==> src/core/spic_pkg.sv <==
// Package: offsets, field positions, reset values and carrier types of the socket control bank
package spic_pkg;
   // Register offsets
   localparam logic [7:0] OFS_IDENT      = 8'h00;
   localparam logic [7:0] OFS_IF_STATUS  = 8'h01;
   localparam logic [7:0] OFS_POWER      = 8'h02;
   localparam logic [7:0] OFS_IRQ_GEN    = 8'h03;
   localparam logic [7:0] OFS_CSC_STATUS = 8'h04;
   // Power control field positions
   localparam int         PWR_OE_BIT     = 7;
   localparam int         PWR_AUTO_BIT   = 5;
   localparam int         PWR_VCCEN_BIT  = 4;
   localparam int         PWR_VCC_LSB    = 3;
   localparam int         PWR_VPP_LSB    = 0;
   // Writable masks per layout
   localparam logic [7:0] PWR_MASK_PRIM  = 8'hB3;
   localparam logic [7:0] PWR_MASK_EXT   = 8'h9B;
   // Interrupt and general control field positions
   localparam int         IGC_RING_BIT   = 7;
   localparam int         IGC_RST_BIT    = 6;
   localparam int         IGC_KIND_BIT   = 5;
   localparam int         IGC_ROUTE_BIT  = 4;
   localparam int         IGC_SEL_LSB    = 0;
   // Status bit positions
   localparam int         IFS_PWR_BIT    = 6;
   localparam int         CSC_BIT0       = 0;
   // Identification
   localparam logic [1:0] IDENT_IFTYPE   = 2'h2;
   localparam logic [3:0] REV_PRIMARY    = 4'h2;
   localparam logic [3:0] REV_RESET      = 4'h4;
   // Reset values
   localparam logic [7:0] PWR_RESET      = 8'h00;
   localparam logic [7:0] IGC_RESET      = 8'h00;
   // Select codes
   localparam logic [3:0] SEL_NONE       = 4'h0;
   localparam logic [3:0] SEL_SMI        = 4'h2;
   // Vpp and Vcc encodings
   localparam logic [1:0] VPP_OFF        = 2'h0;
   localparam logic [1:0] VCC_5V         = 2'h2;
   localparam logic [1:0] VCC_3V3        = 2'h3;

   // Register write request
   typedef struct packed {
      logic       wr;
      logic [7:0] addr;
      logic [7:0] data;
   } spic_wreq_t;

   // Decoded socket power controls
   typedef struct packed {
      logic       output_enable;
      logic       auto_switch;
      logic       vcc_on;
      logic [1:0] vcc_request;
      logic [1:0] vpp_request;
   } spic_power_t;
endpackage

==> src/core/spic_socket_ctrl.sv <==
// Socket power and interrupt control registers for one 16-bit card socket
//
// Notes on behaviour
// - Power bit 7 gates 16-bit card outputs other than card reset, which control bit 6 drives alone; reset disables them.
// - Primary layout: power bit 5 enables card-detect driven auto power switching.
// - Primary layout: power bit 4 connects Vcc, then gated by system power bit.
// - Power bits 1-0 request Vpp: off, Vcc, 12 V, reserved.
// - Vpp request is ignored while socket Vcc is off.
// - Extended layout: power bits 4-3 request Vcc: 0 V, 0 V, 5 V, 3.3 V.
// - Reserved power bits read zero and ignore writes, per layout.
// - Control bit 7 switches battery-detect-1 pin to ring indicate.
// - Control bit 6 low asserts card reset, for 16-bit cards only.
// - Control bit 5 records card kind: memory or I/O.
// - Control bit 4 sends status change interrupts to PCI, else by the status change select input.
// - Control bits 3-0 pick functional interrupt: 1 IRQ1, 2 SMI, 9 IRQ9.
// - Select 0000 routes nothing and forces status change interrupts to PCI.
// - Writing 0010 into the revision field selects the primary layout.
// - Interface status bit 6 shows whether socket power is on.
// - With ring indicate on, status-change bit 0 shows the ring input.
`timescale 1ns/1ps
module spic_socket_ctrl (
   input  wire logic        i_clk,
   input  wire logic        i_rst,
   input  wire logic        i_ce,
   input  wire logic        i_reg_wr,
   input  wire logic [7:0]  i_reg_addr,
   input  wire logic [7:0]  i_reg_wdata,
   output logic      [7:0]  o_reg_rdata,
   input  wire logic        i_system_power_gate,
   input  wire logic        i_card_is_16bit,
   input  wire logic        i_battery_detect1_ring_pin,
   input  wire logic        i_battery_dead_flag,
   input  wire logic        i_card_irq_pin,
   input  wire logic        i_card_status_change,
   input  wire logic [3:0]  i_status_change_irq_select,
   output logic             o_card_output_enable,
   output logic             o_auto_power_switch_enable,
   output logic             o_socket_vcc_enable,
   output logic      [1:0]  o_vcc_request,
   output logic      [1:0]  o_vpp_request,
   output logic             o_ring_indicate_enable,
   output logic             o_card_reset,
   output logic             o_card_kind,
   output logic             o_csc_pci_irq,
   output logic      [15:0] o_csc_isa_irq,
   output logic      [15:0] o_io_isa_irq,
   output logic             o_io_smi
);
   logic [7:0]           pwr_ff;
   logic [7:0]           igc_ff;
   logic [3:0]           rev_ff;
   logic [7:0]           rdata_ff;
   logic [1:0]           pin_lvl;
   logic                 primary;
   logic [7:0]           pwr_mask;
   logic                 wr_pwr;
   logic                 wr_igc;
   logic                 wr_rev;
   logic [7:0]           nxt_pwr;
   logic [7:0]           nxt_igc;
   logic [7:0]           nxt_rdata;
   logic [3:0]           io_sel;
   logic                 csc_to_pci;
   logic                 ring_lvl;
   logic                 irq_lvl;
   spic_pkg::spic_power_t pwr;
   spic_pkg::spic_wreq_t  wreq;

   // One-hot IRQ line for a select code; code 0 and the SMI code give no line
   function automatic logic [15:0] irq_onehot(input logic [3:0] code);
      logic [15:0] v;
      v = 16'h0001 << code;
      if (code == spic_pkg::SEL_NONE || code == spic_pkg::SEL_SMI) begin
         v = 16'h0000;
      end
      return v;
   endfunction

   // Pins from the card are synchronised
   spic_pin_sync #(
      .WIDTH (2)
   ) u_pin_sync (
      .i_clk   (i_clk),
      .i_rst   (i_rst),
      .i_ce    (i_ce),
      .i_pin   ({i_card_irq_pin, i_battery_detect1_ring_pin}),
      .o_level (pin_lvl)
   );
   assign ring_lvl = pin_lvl[0];
   assign irq_lvl  = pin_lvl[1];

   // Write decode and layout selection
   assign wreq     = '{wr: i_reg_wr, addr: i_reg_addr, data: i_reg_wdata};
   assign wr_pwr   = i_ce && wreq.wr && (wreq.addr == spic_pkg::OFS_POWER);
   assign wr_igc   = i_ce && wreq.wr && (wreq.addr == spic_pkg::OFS_IRQ_GEN);
   assign wr_rev   = i_ce && wreq.wr && (wreq.addr == spic_pkg::OFS_IDENT);
   assign primary  = (rev_ff == spic_pkg::REV_PRIMARY);
   assign pwr_mask = primary ? spic_pkg::PWR_MASK_PRIM : spic_pkg::PWR_MASK_EXT;
   assign nxt_pwr  = (pwr_ff & ~pwr_mask) | (wreq.data & pwr_mask);
   assign nxt_igc  = wreq.data;

   // Register storage
   always_ff @(posedge i_clk) begin
      if (i_rst) begin
         pwr_ff <= spic_pkg::PWR_RESET;
         igc_ff <= spic_pkg::IGC_RESET;
         rev_ff <= spic_pkg::REV_RESET;
      end else begin
         if (wr_pwr) pwr_ff <= nxt_pwr;
         if (wr_igc) igc_ff <= nxt_igc;
         if (wr_rev) rev_ff <= wreq.data[3:0];
      end
   end

   // Power decode by layout
   assign pwr.output_enable = pwr_ff[spic_pkg::PWR_OE_BIT];
   assign pwr.auto_switch   = primary & pwr_ff[spic_pkg::PWR_AUTO_BIT];
   assign pwr.vcc_request   = primary ? 2'h0 :
                              pwr_ff[spic_pkg::PWR_VCC_LSB +: 2];
   assign pwr.vcc_on        = primary ?
                              (pwr_ff[spic_pkg::PWR_VCCEN_BIT] & i_system_power_gate) :
                              (pwr.vcc_request == spic_pkg::VCC_5V ||
                               pwr.vcc_request == spic_pkg::VCC_3V3);
   assign pwr.vpp_request   = pwr.vcc_on ? pwr_ff[spic_pkg::PWR_VPP_LSB +: 2] :
                              spic_pkg::VPP_OFF;

   assign o_card_output_enable       = pwr.output_enable;
   assign o_auto_power_switch_enable = pwr.auto_switch;
   assign o_socket_vcc_enable        = pwr.vcc_on;
   assign o_vcc_request              = pwr.vcc_request;
   assign o_vpp_request              = pwr.vpp_request;

   // General control and interrupt routing
   assign o_ring_indicate_enable = igc_ff[spic_pkg::IGC_RING_BIT];
   assign o_card_reset = ~igc_ff[spic_pkg::IGC_RST_BIT] & i_card_is_16bit;
   assign o_card_kind  = igc_ff[spic_pkg::IGC_KIND_BIT];
   assign io_sel       = igc_ff[spic_pkg::IGC_SEL_LSB +: 4];
   assign csc_to_pci   = igc_ff[spic_pkg::IGC_ROUTE_BIT] |
                         (io_sel == spic_pkg::SEL_NONE);
   assign o_csc_pci_irq = csc_to_pci & i_card_status_change;
   assign o_csc_isa_irq = csc_to_pci ? 16'h0000 :
                          (irq_onehot(i_status_change_irq_select) &
                           {16{i_card_status_change}});
   assign o_io_isa_irq = irq_onehot(io_sel) & {16{irq_lvl}};
   assign o_io_smi     = (io_sel == spic_pkg::SEL_SMI) & irq_lvl;

   // Read mux; unmapped offsets read zero
   always_comb begin
      nxt_rdata = 8'h00;
      case (i_reg_addr)
         spic_pkg::OFS_IDENT:      nxt_rdata = {spic_pkg::IDENT_IFTYPE, 2'h0, rev_ff};
         spic_pkg::OFS_IF_STATUS:  nxt_rdata[spic_pkg::IFS_PWR_BIT] = pwr.vcc_on;
         spic_pkg::OFS_POWER:      nxt_rdata = pwr_ff & pwr_mask;
         spic_pkg::OFS_IRQ_GEN:    nxt_rdata = igc_ff;
         spic_pkg::OFS_CSC_STATUS: nxt_rdata[spic_pkg::CSC_BIT0] =
                                   o_ring_indicate_enable ? ring_lvl :
                                   i_battery_dead_flag;
         default:                  nxt_rdata = 8'h00;
      endcase
   end

   // Read data register
   always_ff @(posedge i_clk) begin
      if (i_rst) begin
         rdata_ff <= 8'h00;
      end else if (i_ce) begin
         rdata_ff <= nxt_rdata;
      end
   end
   assign o_reg_rdata = rdata_ff;

   // Checks
   oe_gate_a: assert property (@(posedge i_clk) disable iff (i_rst)
      wr_pwr |=> o_card_output_enable == $past(i_reg_wdata[7]))
      else $error("output enable not bit 7");
   auto_sw_a: assert property (@(posedge i_clk) disable iff (i_rst)
      !primary |-> !o_auto_power_switch_enable) else $error("auto switch in ext layout");
   vpp_ignore_a: assert property (@(posedge i_clk) disable iff (i_rst)
      !o_socket_vcc_enable |-> o_vpp_request == 2'h0) else $error("vpp without vcc");
   pwr_write_a: assert property (@(posedge i_clk) disable iff (i_rst)
      wr_pwr && primary |=> pwr_ff == (($past(i_reg_wdata) & spic_pkg::PWR_MASK_PRIM) |
                                       ($past(pwr_ff) & ~spic_pkg::PWR_MASK_PRIM)))
      else $error("power write wrong");
   rsv_read_a: assert property (@(posedge i_clk) disable iff (i_rst)
      i_ce && i_reg_addr == 8'h02 && primary && !wr_rev |=> (o_reg_rdata & 8'h4C) == 8'h00)
      else $error("reserved power bits read nonzero");
   igc_write_a: assert property (@(posedge i_clk) disable iff (i_rst)
      wr_igc |=> igc_ff == $past(i_reg_wdata)) else $error("control write lost");
   reset_drv_a: assert property (@(posedge i_clk) disable iff (i_rst)
      wr_igc |=> o_card_reset == (!$past(i_reg_wdata[6]) && i_card_is_16bit))
      else $error("card reset wrong");
   csc_force_a: assert property (@(posedge i_clk) disable iff (i_rst)
      igc_ff[3:0] == 4'h0 |-> o_csc_isa_irq == 16'h0000 && o_io_isa_irq == 16'h0000)
      else $error("select zero routed");
   smi_route_a: assert property (@(posedge i_clk) disable iff (i_rst)
      igc_ff[3:0] == 4'h2 |-> o_io_smi == irq_lvl && o_io_isa_irq == 16'h0000)
      else $error("smi route wrong");
   pwr_stat_a: assert property (@(posedge i_clk) disable iff (i_rst)
      i_ce && i_reg_addr == 8'h01 |=> o_reg_rdata[6] == $past(pwr.vcc_on))
      else $error("power status wrong");

   // Checks on routing, layout decode and clock enable
   ce_freeze_a: assert property (@(posedge i_clk) disable iff (i_rst)
      !i_ce |=> pwr_ff == $past(pwr_ff) && igc_ff == $past(igc_ff) && rev_ff == $past(rev_ff))
      else $error("state moved with clock enable low");
   vcc_ext_a: assert property (@(posedge i_clk) disable iff (i_rst)
      !primary |-> o_vcc_request == pwr_ff[4:3] && o_socket_vcc_enable == pwr_ff[4])
      else $error("extended vcc request wrong");
   vcc_prim_a: assert property (@(posedge i_clk) disable iff (i_rst)
      primary |-> o_vcc_request == 2'h0 &&
                  o_socket_vcc_enable == (pwr_ff[4] && i_system_power_gate))
      else $error("primary vcc enable wrong");
   route_pci_a: assert property (@(posedge i_clk) disable iff (i_rst)
      igc_ff[4] |-> o_csc_isa_irq == 16'h0000 && o_csc_pci_irq == i_card_status_change)
      else $error("status change not on pci route");
   ring_en_a: assert property (@(posedge i_clk) disable iff (i_rst)
      wr_igc |=> o_ring_indicate_enable == $past(i_reg_wdata[7]))
      else $error("ring indicate enable lost");
   card_kind_a: assert property (@(posedge i_clk) disable iff (i_rst)
      wr_igc |=> o_card_kind == $past(i_reg_wdata[5]))
      else $error("card kind lost");
   ring_read_a: assert property (@(posedge i_clk) disable iff (i_rst)
      i_ce && i_reg_addr == spic_pkg::OFS_CSC_STATUS && o_ring_indicate_enable |=>
      o_reg_rdata[0] == $past(ring_lvl)) else $error("ring status read wrong");
   irq9_route_a: assert property (@(posedge i_clk) disable iff (i_rst)
      igc_ff[3:0] == 4'h9 |-> o_io_isa_irq == {6'h00, irq_lvl, 9'h000} && !o_io_smi)
      else $error("irq9 route wrong");
endmodule

==> src/core/spic_pin_sync.sv <==
// Three-stage pin synchroniser that accepts a change once stages two and three agree
`timescale 1ns/1ps
module spic_pin_sync #(
   parameter int WIDTH = 1
) (
   input  wire logic             i_clk,
   input  wire logic             i_rst,
   input  wire logic             i_ce,
   input  wire logic [WIDTH-1:0] i_pin,
   output logic      [WIDTH-1:0] o_level
);
   logic [WIDTH-1:0] s1_ff;
   logic [WIDTH-1:0] s2_ff;
   logic [WIDTH-1:0] s3_ff;
   logic [WIDTH-1:0] lvl_ff;

   // Elaboration check on width
   if (WIDTH < 1) begin : g_bad_width
      $error("spic_pin_sync: WIDTH must be at least 1");
   end

   // Shift chain; stage one feeds only stage two
   always_ff @(posedge i_clk) begin
      if (i_rst) begin
         s1_ff  <= '0;
         s2_ff  <= '0;
         s3_ff  <= '0;
         lvl_ff <= '0;
      end else if (i_ce) begin
         s1_ff <= i_pin;
         s2_ff <= s1_ff;
         s3_ff <= s2_ff;
         for (int k = 0; k < WIDTH; k++) begin
            if (s2_ff[k] == s3_ff[k]) begin
               lvl_ff[k] <= s3_ff[k];
            end
         end
      end
   end

   assign o_level = lvl_ff;
endmodule

==> config.mk <==
export PLATFORM = sky130hd
export DESIGN_NAME = spic_socket_ctrl
export DESIGN_NICKNAME = d
export VERILOG_FILES = /design/src/core/spic_pkg.sv /design/src/core/spic_socket_ctrl.sv /design/src/core/spic_pin_sync.sv
export SDC_FILE = /design/constraint.sdc
export NUM_CORES = 1
export LEC_CHECK = 0
export CAP_MARGIN = 20
export CORE_MARGIN = 10
export CORE_UTILIZATION = 45
export DETAILED_ROUTE_END_ITERATION = 8
export DONT_BUFFER_PORTS = 1
export GPL_TIMING_DRIVEN = 0
export PLACE_DENSITY = 0.66
export SETUP_SLACK_MARGIN = 0.02
export SYNTH_ARGS = -nofsm -noshare
export SYNTH_HDL_FRONTEND = slang
export SYNTH_SLANG_ARGS = --single-unit
==> constraint.sdc <==
create_clock -name i_clk -period 1.5 [get_ports i_clk]
set_input_delay 0.075 -clock i_clk [delete_from_list [all_inputs] [get_ports i_clk]]
set_output_delay 0.075 -clock i_clk [all_outputs]
set_load 0.03 [all_outputs]
==> metrics.cfg <==
[cts]
cts.htree.levels=2
clk_latency_ns=0.29
clock-sinks=34
cts_made_buffers=5
cts_root_buf=clkbuf_8
cts_tree=yes
cts.reportedPaths.clkPinSlew_ns=0.07
clockBufferDepth=2

[grt]
antenna_found_initial=0
grt_use_total_pct=15.23
use_met2_pct=26.76
grt_max_degree=12
grt_use_met3_pct=5.217
grt_overflow=0
grt_pass1_vias=1734
grt_pass1_wl_mm=9.094
grt-busiest-layer=met2
use_met1_pct=16.56

[worst_setup_path]
crit_type=flip-flop to primary output
cp.required_ns=1.42
endpoint_kind=primary output
arrival_ns=1.65
start_kind=flip-flop
cp_max_fo=5

[drt]
first_pass_iters=4
drt_first_iter_violations=174
vias_per_cell=5.566
routedWlPerCell_um=18.60
route.detailed.drc=0
drt_wl_total_mm=5.746
postRouteAntennaNets=0
vias=1720

[final_layout]
layout.nets=288
syn_to_final_growth_pct=42.95
nFillCells=297
mostFrequentLayoutCell=nor2_1
num_antenna_cells=0
drive_gt1_share_pct=37.84
final-instance-count-excl-fill=309
final_cell_mix=31 x nor2_1, 26 x dfxtp_1, 25 x mux2i_1

[sta]
hold_viol=0
fin_crit_sh_pct=115.0
worstMarginPinSlew_ns=0.6383
finalMaxSlewViolations=0
finClkSkew_ns=0.006270
grt_setup_unrepaired=true
setup_viol_count_final=19
max_freq_mhz=579.6
period_minus_slack_ns=1.725
tns_ns=-2.060
slew-limit-headroom_pct=57.45
setup_slack_ns=-0.2253

[pwr]
p_leak_nw=1.077
cellPowerDensity_mw_per_mm2=794.5
peakVddDrop_mv=0.5209

[placed_design]
dp_cells=278
portBuffers=0
globalplace.congestion=0.9313
dpl.hpwl_mm=3.939

[logic_synthesis]
async_flop_share_pct=0
ys_seq_area_share_pct=36.68
synth_area_leader_cell=dfxtp_1
syn_area_per_cell_um2=8.247
yosysTopAreaCellShare_pct=36.68
synth-main-ff-cell=dfxtp_1
synthCells=225
synth_area_mm2=0.001856
yosys.cell_types.count=39
ys_top_cells_by_area=dfxtp_1 37%, mux2i_1 13%, nor2_1 12%, nor4b_4 3.8%, nand3_1 3.0%
synth-edff-count=0
ys_warn_count=0
synth-seq-cells=34

[hold_path]
hold_class=primary input to flip-flop

[floorplan]
rows=23
coreArea_mm2=0.004000
ios=82
start_util_pct=46.39
fp.dieH_um=84.22
die_area_mm2=0.007092
die_x_um=84.22

[flow_run]
cap_violations=0

[run_status]
outcome=complete, but fails checks
violations=negative setup slack

-- cell families after synthesis --
logic type	after synthesis	share of synthesized area, %
and+or+nand+nor	117	33.04
DFF	34	36.68
muxes	28	15.31
AOI/OAI and AO/OA	24	7.957
buffers and inverters	21	6.810
other	1	0.2021
-- routing by layer --
| metal | vias to the layer above | part of all wire, % |
|---|---|---|
| met5 | - | 0 |
| met4 | 0 | 1.7 |
| met3 | 8 | 6.6 |
| met2 | 49 | 54 |
| met1 | 830 | 38 |
| li1 | 833 | - |
-- through the flow --
| stage | utilization, % | area, um^2 | power (mW) | worst slack [ns] | hold slack, ns |
|---|---|---|---|---|---|
| 5_1_grt | 66.31 | 2653 | 2.179 | -0.2497 | 0.02822 |
| 3_5_place_dp | 48.80 | 1952 | 1.063 | -0.3130 | 0.2240 |
| 6_report | 66.31 | 2653 | 2.107 | -0.2253 | 0.01497 |
| 3_3_place_gp | 48.80 | 1952 | 1.063 | -0.2886 | 0.2223 |
| 4_1_cts | 64.03 | 2561 | 2.127 | -0.3188 | 0.009046 |
| 2_1_floorplan | - | 1889 | 1.042 | -0.05177 | 0.2178 |
-- cells in the mapped netlist (all sizes together) (2+ instances only) --
master  instances
dfxtp          34
clkbuf          4
nor3            6
nand2          14
nor2b           3
mux2i          25
nand3b          2
nand2b          4
inv             5
nor4b           4
nand3          11
nor3b           2
buf            11
mux2            3
a21oi          10
nand4           4
nor2           57
and2            4
a21o            2
o21ai           7
nand4b          2
-- power by group --
group	leakage, nW	internal [mW]	total [mW]	switching [mW]
Clock	0.0714	0.709	1.03	0.324
Sequential	0.280	0.900	0.904	0.00433
Combinational	0.725	0.0681	0.171	0.103
-- final cells by class --
cell class / count / area, um^2 / area share [%]
sequential: 34 / 703.2 / 26.51
timing repair buffer: 26 / 235.2 / 8.868
inverter: 5 / 21.27 / 0.8019
clock inverter: 2 / 60.06 / 2.264
multi-input combinational: 173 / 1393 / 52.50
tap: 50 / 62.56 / 2.358
buffer: 13 / 95.09 / 3.585
clock buffer: 6 / 82.58 / 3.113
-- worst max-delay path: stages (launching register included) --
cell and delay, ns:
dfxtp_1 0.35, or4b_4 0.54, buf_4 0.16, buf_6 0.12
and2_4 0.19
-- timing repair --
action | CTS | global route
setup buffers | 13 | 4
gates cloned | 0 | 0
endpoints found under the setup margin | 39 | 37
gates resized for setup | 78 | 17
pin swaps | 22 | 17
hold endpoints to repair | 20 | 0
hold buffers | 10 | 0
-- state kept, by name, summed over array words and instances, names as in the netlist, named ones only --
signal / flops
igc_ff: 8
o_reg_rdata: 8
pwr_ff: 4
rev_ff: 4
u_pin_sync.o_level: 2
u_pin_sync.s1_ff: 2
u_pin_sync.s2_ff: 2
u_pin_sync.s3_ff: 2
-- path summary, 6_finish.rpt --
kind | from | end | slack [ns] | depth (start not counted)
worst max-delay path | rev_ff[2] | o_vcc_request[0] | -0.23 | 4
worst min register to register | u_pin_sync.s2_ff[1] | u_pin_sync.o_level[1] | 0.48 | 2
worst max register to register | rev_ff[2] | o_reg_rdata[3] | -0.19 | 6
worst min-delay path | i_reg_addr[6] | o_reg_rdata[0] | 0.01 | 3
Power figures use the tool's default switching activity.
